$ cat config.mk
export PLATFORM = sky130hd
export DESIGN_NAME = atc_top
export DESIGN_NICKNAME = d
export VERILOG_FILES = /design/src/pkg/atc_pkg.sv /design/src/core/atc_conv.sv /design/src/core/atc_top.sv
export VERILOG_INCLUDE_DIRS = /design/src /design/src/pkg
export SDC_FILE = /design/constraint.sdc
export NUM_CORES = 1
export LEC_CHECK = 0
export ABC_AREA = 0
export ABC_CLOCK_PERIOD_IN_PS = 4800
export BUFFER_PORTS_ARGS = -buffer_cell sky130_fd_sc_hd__buf_4
export CELL_PAD_IN_SITES_DETAIL_PLACEMENT = 1
export CELL_PAD_IN_SITES_GLOBAL_PLACEMENT = 1
export CORE_ASPECT_RATIO = 0.75
export CORE_MARGIN = 5
export CORE_UTILIZATION = 43
export CTS_CLUSTER_DIAMETER = 200
export CTS_CLUSTER_SIZE = 10
export DETAILED_ROUTE_END_ITERATION = 7
export GPL_TIMING_DRIVEN = 0
export HOLD_SLACK_MARGIN = 0.05
export PLACE_DENSITY_LB_ADDON = 0.1
export SLEW_MARGIN = 20
export SYNTH_ARGS = -nofsm -noshare
export SYNTH_HDL_FRONTEND = slang
export SYNTH_SLANG_ARGS = --single-unit
$ cat constraint.sdc
create_clock -name mclk -period 4.8 [get_ports mclk]
set_input_delay 0.24 -clock mclk [delete_from_list [all_inputs] [get_ports mclk]]
set_output_delay 0.24 -clock mclk [all_outputs]
set_load 0.01 [all_outputs]
$ cat src/pkg/atc_map.svh
`ifndef ATC_MAP_SVH
`define ATC_MAP_SVH

// Register word indices; the byte address is four times the index.
`define ATC_IDX_CFG 8'h0f
`define ATC_IDX_AMP 8'h10
`define ATC_IDX_RES 8'h11
`define ATC_IDX_CAL 8'h12
`define ATC_IDX_TVO 8'h13

// Field positions.
`define ATC_CFG_START 7
`define ATC_CFG_SEL_HI 6
`define ATC_CFG_SEL_LO 4
`define ATC_CFG_REF_HI 3
`define ATC_CFG_REF_LO 2
`define ATC_CFG_GAIN_HI 1
`define ATC_CFG_GAIN_LO 0
`define ATC_AMP_SIGN 3
`define ATC_CAL_RANGE_HI 7
`define ATC_CAL_RANGE_LO 6
`define ATC_CAL_KOFFS 5
`define ATC_CAL_TRIMEN 4

// Reset values.
`define ATC_RST_SEL 3'h0
`define ATC_RST_REF 2'h0
`define ATC_RST_GAIN 2'h0
`define ATC_RST_AMP 4'h0
`define ATC_RST_CAL 8'h20
`define ATC_RST_TVO 8'h00
`define ATC_RST_RES 8'h00

// Input source codes.
`define ATC_SRC_TEMP 3'h0
`define ATC_SRC_DIFF01 3'h4
`define ATC_SRC_DIFF02 3'h6
`define ATC_SRC_GND 3'h7

// Input settling time before a sample is requested, and its cycle count.
`define ATC_CLK_PERIOD_NS 8
`define ATC_SETTLE_NS 64
`define ATC_SETTLE_CYC \
	((`ATC_SETTLE_NS + `ATC_CLK_PERIOD_NS - 1) / `ATC_CLK_PERIOD_NS)

`endif

$ cat src/pkg/atc_pkg.sv
package atc_pkg;

	typedef logic [2:0] atc_src_t;

	typedef enum logic [2:0] {
		st_idle = 3'b001,
		st_settle = 3'b010,
		st_wait = 3'b100
	} atc_state_t;

endpackage

$ cat src/core/atc_conv.sv
`timescale 1ns/1ps
`include "atc_map.svh"

module atc_conv (
	// Clock and reset.
	input wire logic mclk,
	input wire logic reset,
	// Control.
	input wire logic start,
	input wire logic temp_mode,
	input wire logic [7:0] tv_offset,
	output logic busy,
	output logic done_pulse,
	output logic [7:0] code,
	// Analog converter core.
	output logic ana_start,
	input wire logic ana_done,
	input wire logic [7:0] ana_code
);
	import atc_pkg::*;

	localparam logic [3:0] SETTLE_LAST = 4'(`ATC_SETTLE_CYC - 1);

	atc_state_t state;
	logic [3:0] cnt;
	logic signed [9:0] sum;
	logic [7:0] adjusted;

	assign sum = $signed({2'b00, ana_code}) +
		$signed({{2{tv_offset[7]}}, tv_offset});
	// Saturate so a large offset cannot wrap a cold reading to hot.
	assign adjusted = sum[9] ? 8'h00 : (sum[8] ? 8'hff : sum[7:0]);
	assign busy = (state != st_idle);

	always_ff @(posedge mclk or posedge reset) begin
		if (reset) begin
			state <= st_idle;
			cnt <= 4'h0;
			ana_start <= 1'b0;
			done_pulse <= 1'b0;
			code <= `ATC_RST_RES;
		end else begin
			ana_start <= 1'b0;
			done_pulse <= 1'b0;
			case (state)
			st_idle: begin
				cnt <= 4'h0;
				if (start) begin
					state <= st_settle;
				end
			end
			st_settle: begin
				cnt <= cnt + 4'h1;
				if (cnt == SETTLE_LAST) begin
					state <= st_wait;
					ana_start <= 1'b1;
				end
			end
			st_wait: begin
				if (ana_done) begin
					state <= st_idle;
					done_pulse <= 1'b1;
					code <= temp_mode ? adjusted : ana_code;
				end
			end
			default: begin
				state <= st_idle;
			end
			endcase
		end
	end
endmodule // atc_conv

$ cat src/core/atc_top.sv
// Functional notes
// - Writing one to config bit 7 starts a measurement; reading bit 7 returns one once it has finished.
// - Source code 000 routes the temperature sensor, 001 to 011 route pins 0 to 2 single-ended.
// - Codes 100, 101, 110 pick pairs 0-1, 1-2, 0-2 differential and 111 grounds the input.
// - Reference is the bandgap when the upper select bit is zero, a third of supply for 10, half for 11.
// - The 2-bit gain sets differential full range as (gain + 1) times a step set by the low reference bit.
// - The amplifier offset is a 4-bit sign-magnitude field resetting to zero, upper bits read zero.
// - The result register is read-only and shows the latest conversion value.
// - The 2-bit range field picks the temperature scale mapping of one result step.
// - Calibration bit 5 enables the Kelvin to Celsius offset; the register resets to 0x20.
// - Calibration bit 4 enables applying the 4-bit trim in bits 3 to 0.
// - The signed temperature offset is added to each measured temperature value.
//
// The implementer's own choice: the AHB-Lite slave port.
`timescale 1ns/1ps
`include "atc_map.svh"

module atc_top (
	// Clock and reset.
	input wire logic mclk,
	input wire logic reset,
	// AHB-Lite slave.
	input wire logic hsel,
	input wire logic [31:0] haddr,
	input wire logic [1:0] htrans,
	input wire logic hwrite,
	input wire logic [2:0] hsize,
	input wire logic [31:0] hwdata,
	input wire logic hready,
	output logic [31:0] hrdata,
	output logic hreadyout,
	output logic hresp,
	// Analog front end.
	output atc_pkg::atc_src_t ana_src,
	output logic ana_tsensor_en,
	output logic ana_diff,
	output logic ana_gnd,
	output logic ana_ref_bg,
	output logic ana_ref_third,
	output logic ana_ref_half,
	output logic [1:0] ana_gain,
	output logic ana_fs_step_hi,
	output logic ana_offs_neg,
	output logic [2:0] ana_offs_mag,
	// Temperature sensor.
	output logic [1:0] ts_range,
	output logic ts_koffs_en,
	output logic ts_trim_en,
	output logic [3:0] ts_trim,
	// Converter core handshake.
	output logic ana_start,
	input wire logic ana_done,
	input wire logic [7:0] ana_code
);
	import atc_pkg::*;

	// Bus state.
	logic a_valid;
	logic a_write;
	logic [7:0] a_idx;
	logic rd_wait;
	// Register fields.
	atc_src_t cfg_sel;
	logic [1:0] cfg_ref;
	logic [1:0] cfg_gain;
	logic [3:0] amp_offs;
	logic [7:0] cal;
	logic [7:0] tvo;
	logic [7:0] result;
	logic done;
	// Converter engine.
	logic conv_busy;
	logic conv_done;
	logic [7:0] conv_code;

	wire take = hsel && htrans[1] && hready;
	wire take_rd = take && !hwrite;
	wire [7:0] req_idx = haddr[9:2];
	wire wr_go = a_valid && a_write;
	wire wr_cfg = wr_go && (a_idx == `ATC_IDX_CFG);
	wire wr_amp = wr_go && (a_idx == `ATC_IDX_AMP);
	wire wr_cal = wr_go && (a_idx == `ATC_IDX_CAL);
	wire wr_tvo = wr_go && (a_idx == `ATC_IDX_TVO);
	wire conv_start = wr_cfg && hwdata[`ATC_CFG_START] &&
		!conv_busy && !conv_done;
	wire [7:0] cfg_word = {done, cfg_sel, cfg_ref, cfg_gain};
	wire [7:0] rd_byte =
		(a_idx == `ATC_IDX_CFG) ? cfg_word :
		(a_idx == `ATC_IDX_AMP) ? {4'h0, amp_offs} :
		(a_idx == `ATC_IDX_RES) ? result :
		(a_idx == `ATC_IDX_CAL) ? cal :
		(a_idx == `ATC_IDX_TVO) ? tvo : 8'h00;
	wire is_temp = (cfg_sel == `ATC_SRC_TEMP);
	wire is_diff = (cfg_sel >= `ATC_SRC_DIFF01) &&
		(cfg_sel <= `ATC_SRC_DIFF02);

	// Reads take one wait state so that a write just ahead is visible.
	always_ff @(posedge mclk or posedge reset) begin
		if (reset) begin
			a_valid <= 1'b0;
			a_write <= 1'b0;
			a_idx <= 8'h00;
			rd_wait <= 1'b0;
			hreadyout <= 1'b1;
			hrdata <= 32'h0;
		end else begin
			if (hready) begin
				a_valid <= take;
				a_write <= hwrite;
				a_idx <= req_idx;
			end
			rd_wait <= take_rd;
			hreadyout <= !take_rd;
			if (rd_wait) begin
				hrdata <= {24'h0, rd_byte};
			end
		end
	end

	assign hresp = 1'b0;

	always_ff @(posedge mclk or posedge reset) begin
		if (reset) begin
			cfg_sel <= `ATC_RST_SEL;
			cfg_ref <= `ATC_RST_REF;
			cfg_gain <= `ATC_RST_GAIN;
			amp_offs <= `ATC_RST_AMP;
			cal <= `ATC_RST_CAL;
			tvo <= `ATC_RST_TVO;
		end else begin
			if (wr_cfg) begin
				cfg_sel <= hwdata[`ATC_CFG_SEL_HI:`ATC_CFG_SEL_LO];
				cfg_ref <= hwdata[`ATC_CFG_REF_HI:`ATC_CFG_REF_LO];
				cfg_gain <= hwdata[`ATC_CFG_GAIN_HI:`ATC_CFG_GAIN_LO];
			end
			if (wr_amp) begin
				amp_offs <= hwdata[3:0];
			end
			if (wr_cal) begin
				cal <= hwdata[7:0];
			end
			if (wr_tvo) begin
				tvo <= hwdata[7:0];
			end
		end
	end

	// A start is refused while busy and in the completion cycle, so
	// the set and the clear of the done flag never meet.
	always_ff @(posedge mclk or posedge reset) begin
		if (reset) begin
			done <= 1'b0;
			result <= `ATC_RST_RES;
		end else begin
			if (conv_done) begin
				done <= 1'b1;
				result <= conv_code;
			end else if (conv_start) begin
				done <= 1'b0;
			end
		end
	end

	// Front-end controls are registered so every output is a flop.
	always_ff @(posedge mclk or posedge reset) begin
		if (reset) begin
			ana_src <= `ATC_RST_SEL;
			ana_tsensor_en <= 1'b1;
			ana_diff <= 1'b0;
			ana_gnd <= 1'b0;
			ana_ref_bg <= 1'b1;
			ana_ref_third <= 1'b0;
			ana_ref_half <= 1'b0;
			ana_gain <= `ATC_RST_GAIN;
			ana_fs_step_hi <= 1'b0;
			ana_offs_neg <= 1'b0;
			ana_offs_mag <= 3'h0;
			ts_range <= 2'h0;
			ts_koffs_en <= 1'b1;
			ts_trim_en <= 1'b0;
			ts_trim <= 4'h0;
		end else begin
			ana_src <= cfg_sel;
			ana_tsensor_en <= is_temp;
			ana_diff <= is_diff;
			ana_gnd <= (cfg_sel == `ATC_SRC_GND);
			ana_ref_bg <= !cfg_ref[1];
			ana_ref_third <= (cfg_ref == 2'h2);
			ana_ref_half <= (cfg_ref == 2'h3);
			ana_gain <= cfg_gain;
			ana_fs_step_hi <= cfg_ref[0];
			ana_offs_neg <= amp_offs[`ATC_AMP_SIGN];
			ana_offs_mag <= amp_offs[2:0];
			ts_range <= cal[`ATC_CAL_RANGE_HI:`ATC_CAL_RANGE_LO];
			ts_koffs_en <= cal[`ATC_CAL_KOFFS];
			ts_trim_en <= cal[`ATC_CAL_TRIMEN];
			ts_trim <= cal[3:0];
		end
	end

	atc_conv u_conv (
		.mclk(mclk),
		.reset(reset),
		.start(conv_start),
		.temp_mode(is_temp),
		.tv_offset(tvo),
		.busy(conv_busy),
		.done_pulse(conv_done),
		.code(conv_code),
		.ana_start(ana_start),
		.ana_done(ana_done),
		.ana_code(ana_code)
	);
endmodule // atc_top

==> reports/summary.md, run 1 <==
• **Worst R2R Start** tvo[1]$_DFFE_PP0P_
• **total leakage power** 0.00268 µW
• **share of the yosys chip area belonging to registers** 53.8%
• **ratio of final minimum period to clock period** 57.0%
• **global routing usage on met3** 4.60%
• **Max-cap violations** 0
• **unrepaired setup endpoints after global routing** no
• **total vias in the final route** 3,088
• **number of global-route vias before repair** 3,440
• **total DRC errors in the routed layout** 0
• **placer congestion estimate** 0.734
• **most instantiated flip-flop cell in the synthesis netlist** sky130_fd_sc_hd__dfrtp_1
• **clock tree from TritonCTS** yes
• **number of non-filler instances in the completed layout** 611
• **row count** 32
• **post-layout net count** 564
• **most frequent cell after synthesis** sky130_fd_sc_hd__dfrtp_1
• **type of the setup path with the least slack** flip-flop to flip-flop
• **detailed placement HPWL** 8.01 mm
• **synthesized instance count** 369
• **number of flops mapped to enable cells by yosys** 0
• **number of antenna violations at the first check in global routing** 0
• **Worst Clk Skew** 0.00786 ns
• **average footprint of a synthesized cell** 12.3 µm²
• **remaining global-route overflow** 0
• **critical hold path startpoint** hsel
• **worst vdd ir** 0.186 mV
• **power per unit of standard cell area** 331 nW/µm²
• **number of distinct library cells after synthesis** 54
• **effective utilization at floorplan** 44.0%
• **chip height** 98.8 µm
• **post-route antenna net violation count** 0
• **Setup Viol. Count Final** 0
• **most crowded layer after global routing** met2
• **count of H-tree levels built during CTS** 3
• **CTS root buffer** sky130_fd_sc_hd__clkbuf_16
• **top area cells in the synthesized netlist** sky130_fd_sc_hd__dfrtp_1 50%, sky130_fd_sc_hd__mux2_2 9.7%, sky130_fd_sc_hd__buf_4 4.3%
• **maximum number of pins on one net before global-route repair** 80
• **Longest Clk Path Bufs** 2
• **max-slew violation total from the final report** 0
• **Hold Fails Final Rpt** 0
• **met2 capacity usage during global routing** 29.6%
• **number of buffers created by CTS** 9
• **Initial DRT Pass Iterations** 4
• **met1 routing resource usage after global routing** 23.9%
• **data arrival time of the critical path** 2.91 ns
• **global-route wire length before repair** 17.9 mm
• **worst-case setup margin in the final layout** 2.06 ns
• **Synth area leader** sky130_fd_sc_hd__dfrtp_1
• **Clock Sinks** 97
• **proportion of netlist area held by the largest area contributor** 50.3%
• **number of warnings printed during yosys synthesis** 0
• **startpoint type of the worst setup path** flip-flop
• **outcome** complete, no violations
• **Tightest Pin Transition** 0.911 ns
• **worst-case hold slack** 0.120 ns
• **number of top-level design ports** 142
• **source of the critical timing path** tvo[1]$_DFFE_PP0P_
• **fraction of layout instances using a drive strength above 1** 35.8%
• **Via density** 5.05
• **later-pin clock latency in the skew report** 0.34 ns
• **#FFs+latches synth** 97
• **shortest period the worst path allows** 2.74 ns
• **floorplan die area** 12,700 µm²
• **routed length per instance** 17.5 µm
• **worst hold-check path type** primary input to flip-flop
• **commonest cells in the synthesized netlist** 91 x sky130_fd_sc_hd__dfrtp_1, 39 x sky130_fd_sc_hd__mux2_2, 27 x sky130_fd_sc_hd__a21oi_1
• **async set-or-reset flop fraction in the synthesized netlist** 100%
• **Placed Instances** 594
• **endpoint class of the critical path** flip-flop
• **Crit path required time** 4.97 ns
• **Fmax** 365 MHz
• **setup TNS** 0 ns
• **total standard cell area after synthesis** 4530 µm²
• **area inside the core boundary** 10,300 µm²
• **global router's overall resource usage** 18.0%
• **number of DRC markers after the initial detailed-route iteration** 130
• **final wirelength** 10.7 mm
• **count of antenna diodes in the layout** 0
• **Max FO, Critical Path** 7
• **pre-CTS setup slack** 2.12 ns
• **width of the chip** 128 µm
• **post-CTS clock slew at the launch and capture registers of the worst setup and hold paths** 0.06 ns
• **max-slew headroom at the worst pin** 38.8%
• **relative area change from synthesis to final layout** 24.5%
• **number of buffers added on ports** 64
worst max-delay path, stage by stage (launching register included):
cell and delay [ns]:
sky130_fd_sc_hd__dfrtp_1 0.44, sky130_fd_sc_hd__ha_1 0.31, sky130_fd_sc_hd__a211oi_1 0.10, sky130_fd_sc_hd__o31ai_1 0.63, sky130_fd_sc_hd__a2111oi_0 0.27, sky130_fd_sc_hd__a21oi_1 0.60, sky130_fd_sc_hd__a22oi_1 0.21
area by class of cell:
type,count,area (µm²)
sequential,97,2430
clock inverter,3,65.1
inverter,9,38.8
clock buffer,13,250
buffer,38,264
tap,136,170
multi-input combinational,249,1890
timing repair buffer,66,518
fill,1083,4660
state kept, by name, indices dropped and copies added (netlist names), 2 cells and up:
| register | cells |
|---|---|
| a_idx | 8 |
| amp_offs | 4 |
| ana_gain | 2 |
| ana_offs_mag | 3 |
| ana_src | 3 |
| cal | 8 |
| cfg_gain | 2 |
| cfg_ref | 2 |
| cfg_sel | 3 |
| hrdata | 8 |
| result | 8 |
| ts_range | 2 |
| ts_trim | 4 |
| tvo | 8 |
| u_conv.cnt | 4 |
| u_conv.code | 8 |
| u_conv.state | 3 |
per-stage QoR:
step                      cell area, µm²  power (µW)  utilization [%]
final                               5630        1870             54.7
after global routing                5630        1950             54.7
after CTS                           5620        1890             54.7
after detailed placement            5300        1120             51.5
after global placement              5270        1110             51.2
after floorplan                     4620        1030                -
power breakdown:
group,internal [µW],switching (µW)
registers,864,30.5
clock network,470,286
logic,110,105
total,1440,422
repair_timing:
action                    CTS  global route
hold endpoints to repair   18             0
hold buffers                1             0
resized for setup           0             0
buffers inserted            0             0
cell usage in the layout (no fill, tap or decap), types with 7 or more instances in the layout:
cell type	n
sky130_fd_sc_hd__a21oi_1	27
sky130_fd_sc_hd__a22oi_1	19
sky130_fd_sc_hd__buf_4	90
sky130_fd_sc_hd__clkbuf_1	10
sky130_fd_sc_hd__clkbuf_16	9
sky130_fd_sc_hd__conb_1	25
sky130_fd_sc_hd__dfrtp_1	91
sky130_fd_sc_hd__ha_1	10
sky130_fd_sc_hd__inv_1	8
sky130_fd_sc_hd__mux2_2	39
sky130_fd_sc_hd__mux2_4	8
sky130_fd_sc_hd__nand2_1	10
sky130_fd_sc_hd__nor2_1	23
sky130_fd_sc_hd__nor2b_1	7
sky130_fd_sc_hd__o21ai_0	10
layer usage:
layer / up-vias / part of all wire (%)
met5: - / 0
met4: 0 / 1.0
met3: 12 / 4.0
met2: 59 / 49
met1: 1537 / 46
li1: 1480 / -
cell families after synthesis:
logic type | count (synthesis) | synth area share [%]
fa+ha+maj | 11 | 3.21
xor+xnor | 4 | 0.774
buf+inv | 47 | 6.58
other cells | 1 | 0.0829
flops | 97 | 53.8
compound gates | 79 | 11.1
simple gates | 77 | 9.62
mux | 53 | 14.8
worst paths after layout:
kind | cells past startpoint | slack (ns) | to
min in group asynchronous | 3 | 0.38 | ana_diff$_DFF_PP0_
worst min-delay path | 2 | 0.12 | hreadyout$_DFF_PP1_
worst max register to register | 6 | 2.06 | u_conv.code[6]$_DFFE_PP0P_
max in group asynchronous | 4 | 3.77 | hreadyout$_DFF_PP1_
worst max-delay path | 6 | 2.06 | u_conv.code[6]$_DFFE_PP0P_
worst min register to register | 0 | 0.38 | ts_koffs_en$_DFF_PP1_
(Power assumes the default switching activity.)
==> inputs of run 2 (changes only) <==
--- a/config.mk
+++ b/config.mk
@@ -7,13 +7,13 @@
 export NUM_CORES = 1
 export LEC_CHECK = 0
 export ABC_AREA = 0
-export ABC_CLOCK_PERIOD_IN_PS = 4800
+export ABC_CLOCK_PERIOD_IN_PS = 2500
 export BUFFER_PORTS_ARGS = -buffer_cell sky130_fd_sc_hd__buf_4
 export CELL_PAD_IN_SITES_DETAIL_PLACEMENT = 1
 export CELL_PAD_IN_SITES_GLOBAL_PLACEMENT = 1
 export CORE_ASPECT_RATIO = 0.75
 export CORE_MARGIN = 5
-export CORE_UTILIZATION = 43
+export CORE_UTILIZATION = 36
 export CTS_CLUSTER_DIAMETER = 200
 export CTS_CLUSTER_SIZE = 10
 export DETAILED_ROUTE_END_ITERATION = 7
==> constraint.sdc (replaced) <==
create_clock -name mclk -period 2.5 [get_ports mclk]
set_input_delay 0.125 -clock mclk [delete_from_list [all_inputs] [get_ports mclk]]
set_output_delay 0.125 -clock mclk [all_outputs]
set_load 0.01 [all_outputs]
==> run 2 against run 1 <==
Net effect: die area rose by 18%; first-iteration DRC count grew 8.5%; fmax increased by 13%; clock power grew 69%; critical endpoint is now tvo[6]$_DFFE_PP0P_.
==> reports/summary.md, run 2 (same netlist as run 1, synthesis figures left out) <==
• **startpoint type of the worst setup path** flip-flop
• **worst-case hold slack** 0.0740 ns, -0.0459 ns
• **worst r2r path cells** 7, +1
• **data arrival time of the critical path** 2.64 ns, -0.27 ns
• **total leakage power** 0.00277 µW, +3.3%
• **outcome** complete, no violations
• **Worst Clk Skew** 0.0124 ns, +0.00450 ns
• **type of the setup path with the least slack** flip-flop to flip-flop
• **Placed Instances** 626, +5.4%
• **Via density** 4.84, -4.2%
• **global router's overall resource usage** 15.1%, -2.8 points
• **power per unit of standard cell area** 584 nW/µm², +76%
• **maximum number of pins on one net before global-route repair** 34, -57%
• **Tightest Pin Transition** 0.936 ns, +0.0248 ns
• **Fmax** 413 MHz, +13%
• **worst-case setup margin in the final layout** 0.0815 ns, -1.98 ns
• **count of antenna diodes in the layout** 0, unchanged
• **effective utilization at floorplan** 36.8%, -7.2 points
• **Setup Viol. Count Final** 0, unchanged
• **row count** 35, +9.4%
• **ratio of final minimum period to clock period** 96.7%, +40 points
• **unrepaired setup endpoints after global routing** no
• **worst reg-to-reg setup slack** 0.08 ns, -1.98 ns
• **number of antenna violations at the first check in global routing** 0, unchanged
• **worst hold-check path type** primary input to flip-flop
• **relative area change from synthesis to final layout** 30.6%
• **number of top-level design ports** 142, unchanged
• **final wirelength** 11.0 mm, +3.2%
• **most frequent cells in the layout** 91 x sky130_fd_sc_hd__dfrtp_1, 90 x sky130_fd_sc_hd__buf_4, 39 x sky130_fd_sc_hd__mux2_2
• **worst vdd ir** 0.344 mV, +85%
• **Initial DRT Pass Iterations** 4, unchanged
• **Crit path required time** 2.72 ns, -2.25 ns
• **Fill cells** 1,321, +22%
• **max-slew violation total from the final report** 0, unchanged
• **routed length per instance** 16.6 µm, -4.9%
• **max-slew headroom at the worst pin** 37.1%, -1.7 points
• **Max FO, Critical Path** 9, +2
• **number of buffers added on ports** 64, unchanged
• **Hold Fails Final Rpt** 0, unchanged
• **global-route wire length before repair** 17.7 mm, -0.93%
• **fraction of layout instances using a drive strength above 1** 36.4%, +0.63 points
• **endpoint class of the critical path** flip-flop
• **width of the chip** 139 µm, +8.6%
• **detailed placement HPWL** 8.37 mm, +4.4%
• **number of global-route vias before repair** 3,299, -4.1%
• **CTS root buffer** sky130_fd_sc_hd__clkbuf_16
• **Longest Clk Path Bufs** 2, unchanged
• **number of buffers created by CTS** 9, unchanged
• **number of non-filler instances in the completed layout** 663, +8.5%
• **Clock Sinks** 97, unchanged
• **count of H-tree levels built during CTS** 3, unchanged
• **chip height** 107 µm, +8.4%
• **post-CTS clock slew at the launch and capture registers of the worst setup and hold paths** 0.07 ns, about the same
• **post-layout net count** 586, +3.9%
• **most common library cell in the layout ignoring fill and taps** sky130_fd_sc_hd__dfrtp_1
• **reg2reg end** tvo[6]$_DFFE_PP0P_
• **clock tree from TritonCTS** yes
• **source of the critical timing path** a_idx[7]$_DFFE_PP0P_
• **pre-CTS setup slack** -0.227 ns, -2.35 ns
• **floorplan die area** 14,900 µm², +18%
• **post-layout power** 3450 µW, +85%
• **placer congestion estimate** 0.730, -0.52%
• **later-pin clock latency in the skew report** 0.34 ns, about the same
• **Worst R2R Start** a_idx[7]$_DFFE_PP0P_
• **Max-cap violations** 0, unchanged
• **total vias in the final route** 3,209, +3.9%
• **area inside the core boundary** 12,300 µm², +20%
• **shortest period the worst path allows** 2.42 ns, -0.320 ns
• **post-route antenna net violation count** 0, unchanged
• **number of buffers added for setup after CTS** 0, unchanged
• **setup TNS** 0 ns, unchanged
• **total DRC errors in the routed layout** 0, unchanged
• **number of DRC markers after the initial detailed-route iteration** 141, +8.5%
• **end point of the critical path** tvo[6]$_DFFE_PP0P_
• **remaining global-route overflow** 0, unchanged
==> run 2: changes by cell type in the layout (fill, tap and decap cells not counted), sizes merged <==
cell         before  now
clkbuf           20   17
inv               9    8
buf              96   98
clkinvlp          0    2
bufinv            2    0
clkinv            1    4
dlygate4sd3       1   22
==> run 2: final cells by class <==
class,instances,area [µm²],area share (%)
Buffer,37,260,4.40
Inverter,9,37.5,0.635
Clock inverter,5,31.3,0.529
Timing Repair Buffer,89,768,13.0
Clock buffer,11,243,4.11
Tap cell,166,208,3.51
Multi-Input combinational cell,249,1930,32.6
Sequential cell,97,2430,41.2
==> run 2: worst min path at each step <==
stage                         start                     end  cells past startpoint
after floorplan           hwdata[3]  cfg_ref[1]$_DFFE_PP0N_                      2
after global placement         hsel     hreadyout$_DFF_PP1_                      2
after detailed placement      reset   ts_range[0]$_DFF_PP0_                      2
after CTS                 hwdata[5]      tvo[5]$_DFFE_PP0P_                      2
after global routing      hwdata[6]      tvo[6]$_DFFE_PP0P_                      2
final                     hwdata[6]      tvo[6]$_DFFE_PP0P_                      2
==> run 2: per-stage QoR <==
stage / instance area (µm²) / util (%)
after floorplan: 4620 / -
after global placement: 5310 / 43.1
after detailed placement: 5380 / 43.7
after CTS: 5870 / 47.7
after global routing: 5910 / 48.0
final: 5910 / 48.0
==> run 2: report_power, final <==
part,internal [µW],switching (µW)
Sequential,1660,60.4
Clock,699,582
Combinational,242,209
==> run 2: timing repair <==
action	4_1_cts	5_1_grt
resized for setup	3	6
pin swaps	1	2
hold endpoints to repair	35	1
endpoints found under the setup margin	8	8
hold buffers	21	1
==> run 2: worst max-delay path: stages, from the launching register on <==
cell	delay, ns
sky130_fd_sc_hd__dfrtp_1	0.39
sky130_fd_sc_hd__or3_4	0.42
sky130_fd_sc_hd__or4b_4	0.53
sky130_fd_sc_hd__buf_6	0.16
sky130_fd_sc_hd__nor2_4	0.15
sky130_fd_sc_hd__and3_4	0.21
sky130_fd_sc_hd__buf_12	0.13
sky130_fd_sc_hd__mux2_4	0.30
==> run 2: per-layer routing <==
layer | share of wire [%] | global-route usage, % | vias to the layer above
li1 | - | - | 1524
met4 | 0.67 | 2.30 | 0
met5 | 0 | 0 | -
met3 | 4.2 | 4.81 | 9
met2 | 49 | 25.2 | 58
met1 | 46 | 19.9 | 1618
==> inputs of run 3 (changes only) <==
--- a/config.mk
+++ b/config.mk
@@ -19,7 +19,7 @@
 export DETAILED_ROUTE_END_ITERATION = 7
 export GPL_TIMING_DRIVEN = 0
 export HOLD_SLACK_MARGIN = 0.05
-export PLACE_DENSITY_LB_ADDON = 0.1
+export PLACE_DENSITY_LB_ADDON = 0.05
 export SLEW_MARGIN = 20
 export SYNTH_ARGS = -nofsm -noshare
 export SYNTH_HDL_FRONTEND = slang
==> run 3 against run 2 <==
Net effect: clock power increased by 23%; highest routed layer unchanged; setup slack better by 0.021 ns; largest power group unchanged; critical endpoint is now u_conv.code[0]$_DFFE_PP0P_; flip-flop and latch count stayed put; cell count increased by 0.15%; via count about the same; largest cell class unchanged; die area unchanged; total power up 8.7%; non-clock buffer count is 2 higher.
==> reports/summary.md, run 3 (same netlist as run 1, synthesis figures left out) <==
• **outcome** complete, no violations
• **max-slew violation total from the final report** 0, unchanged
• **number of buffers created by CTS** 9, unchanged
• **total DRC errors in the routed layout** 0, unchanged
• **type of the setup path with the least slack** flip-flop to flip-flop
• **total leakage power** 0.00280 µW, +1.2%
• **Fill cells** 1,300, -1.6%
• **width of the chip** 139 µm, unchanged
• **footprint of the multi-input gates** 1980 µm², +2.7%
• **number of buffers added on ports** 64, unchanged
• **Tightest Pin Transition** 0.805 ns, -0.131 ns
• **WHS Path Cells** 3, +1
• **effective utilization at floorplan** 36.8%, unchanged
• **number of global-route vias before repair** 3,514, +6.5%
• **number of top-level design ports** 142, unchanged
• **Fmax** 417 MHz, +0.86%
• **floorplan die area** 14,900 µm², unchanged
• **Max-cap violations** 0, unchanged
• **area inside the core boundary** 12,300 µm², unchanged
• **worst vdd ir** 0.361 mV, +5.0%
• **number of DRC markers after the initial detailed-route iteration** 105, -26%
• **routed length per instance** 16.6 µm, about the same
• **max-slew headroom at the worst pin** 46.1%, +9.0 points
• **worst hold-check path type** primary input to flip-flop
• **relative area change from synthesis to final layout** 33.5%
• **worst-case hold slack** 0.119 ns, +0.0445 ns
• **CTS root buffer** sky130_fd_sc_hd__clkbuf_16
• **Setup Viol. Count Final** 0, unchanged
• **Initial DRT Pass Iterations** 4, unchanged
• **global router's overall resource usage** 15.4%, +0.27 points
• **remaining global-route overflow** 0, unchanged
• **final wirelength** 11.0 mm, about the same
• **Hold Fails Final Rpt** 0, unchanged
• **chip height** 107 µm, unchanged
• **data arrival time of the critical path** 2.66 ns, +0.02 ns
• **post-layout net count** 588, +0.34%
• **unrepaired setup endpoints after global routing** yes
• **Crit path required time** 2.76 ns, +0.04 ns
• **maximum number of pins on one net before global-route repair** 35, +2.9%
• **global-route wire length before repair** 18.2 mm, +2.8%
• **setup TNS** 0 ns, unchanged
• **most frequent cells in the layout** 91 x sky130_fd_sc_hd__buf_4, 91 x sky130_fd_sc_hd__dfrtp_1, 39 x sky130_fd_sc_hd__mux2_2
• **Clock Sinks** 97, unchanged
• **Via density** 4.83, -0.12%
• **clock tree from TritonCTS** yes
• **shortest period the worst path allows** 2.40 ns, -0.0206 ns
• **count of antenna diodes in the layout** 0, unchanged
• **post-CTS clock slew at the launch and capture registers of the worst setup and hold paths** 0.07 ns, about the same
• **post-route antenna net violation count** 0, unchanged
• **worst r2r path cells** 7, unchanged
• **Worst Clk Skew** 0.00734 ns, -0.00502 ns
• **power per unit of standard cell area** 621 nW/µm², +6.4%
• **later-pin clock latency in the skew report** 0.34 ns, about the same
• **detailed placement HPWL** 8.17 mm, -2.3%
• **total vias in the final route** 3,210, +0.031%
• **fraction of layout instances using a drive strength above 1** 38.4%, +1.9 points
• **placer congestion estimate** 0.749, +2.7%
• **count of H-tree levels built during CTS** 3, unchanged
• **register cell area after layout** 2430 µm², unchanged
• **number of antenna violations at the first check in global routing** 0, unchanged
• **endpoint class of the critical path** flip-flop
• **startpoint type of the worst setup path** flip-flop
• **ratio of final minimum period to clock period** 95.9%, -0.82 points
• **Max FO, Critical Path** 8, -1
• **row count** 35, unchanged
• **Longest Clk Path Bufs** 2, unchanged
## run 3: cell count changes in the layout (fill, tap and decap cells not counted), moves of 2 or more
| cell | before | now |
|---|---|---|
| sky130_fd_sc_hd__a22oi_1 | 18 | 13 |
| sky130_fd_sc_hd__a22oi_2 | 1 | 6 |
| sky130_fd_sc_hd__bufinv_16 | 0 | 3 |
| sky130_fd_sc_hd__clkinv_2 | 3 | 0 |
| sky130_fd_sc_hd__inv_6 | 0 | 2 |
| sky130_fd_sc_hd__nor3_1 | 5 | 3 |
| sky130_fd_sc_hd__nor3_2 | 0 | 2 |
## run 3: where the power goes
part / leakage (µW) / switching (µW) / total (µW) / internal [µW]
clock: 0.000163 / 596 / 1570 / 979
combinational: 0.00142 / 214 / 457 / 243
sequential: 0.00123 / 59.6 / 1720 / 1660
## run 3: cell type report
class,count,area share [%]
Sequential cell,97,40.3
Multi-Input combinational cell,249,32.8
Timing Repair Buffer,91,12.9
Buffer,37,4.31
Clock buffer,9,3.73
Tap cell,166,3.44
Clock inverter,6,1.91
Inverter,9,0.622
## run 3: metrics by stage
step / utilization [%] / instances / cell area (µm²) / setup WS, ns / total power [µW]
after floorplan: - / 393 / 4620 / 0.255 / 1970
after detailed placement: 43.7 / 626 / 5380 / -0.274 / 2170
after CTS: 48.4 / 664 / 5960 / 0.0122 / 3790
final: 49.1 / 664 / 6040 / 0.102 / 3750
after global routing: 49.1 / 664 / 6040 / -0.00916 / 3910
after global placement: 43.1 / 623 / 5310 / -0.241 / 2150
## run 3: what timing repair did
| item | CTS | global route |
|---|---|---|
| endpoints found under the hold margin | 43 | 0 |
| resized for setup | 4 | 14 |
| pin swaps | 1 | 3 |
| hold buffers | 23 | 0 |
| buffers inserted | 0 | 1 |
| setup endpoints to repair | 8 | 8 |
## run 3: path summary, 6_finish.rpt
check	start	end	slack (ns)
min reg2reg	cal[5]$_DFFE_PP1P_	ts_koffs_en$_DFF_PP1_	0.38
min	ana_code[3]	u_conv.code[3]$_DFFE_PP0P_	0.12
max in group asynchronous	reset	hreadyout$_DFF_PP1_	1.44
min in group asynchronous	reset	u_conv.code[7]$_DFFE_PP0P_	0.32
max reg2reg	tvo[0]$_DFFE_PP0P_	u_conv.code[0]$_DFFE_PP0P_	0.10
max	tvo[0]$_DFFE_PP0P_	u_conv.code[0]$_DFFE_PP0P_	0.10
## run 3: metal layers
layer	wire [µm]	share of wire, %	track usage (%)
met5	0	0	0
met4	136	1.2	4.82
met3	464	4.2	3.83
met2	5280	48	24.8
met1	5130	47	20.6
## run 3: critical path, cell delays in order, from the launching register on
cell                       delay, ns
sky130_fd_sc_hd__dfrtp_1        0.43
sky130_fd_sc_hd__ha_4           0.19
sky130_fd_sc_hd__fa_2           0.43
sky130_fd_sc_hd__a211oi_4       0.27
sky130_fd_sc_hd__nor3_2         0.09
sky130_fd_sc_hd__mux2i_1        0.13
sky130_fd_sc_hd__a2111o_2       0.58
sky130_fd_sc_hd__a22oi_2        0.19
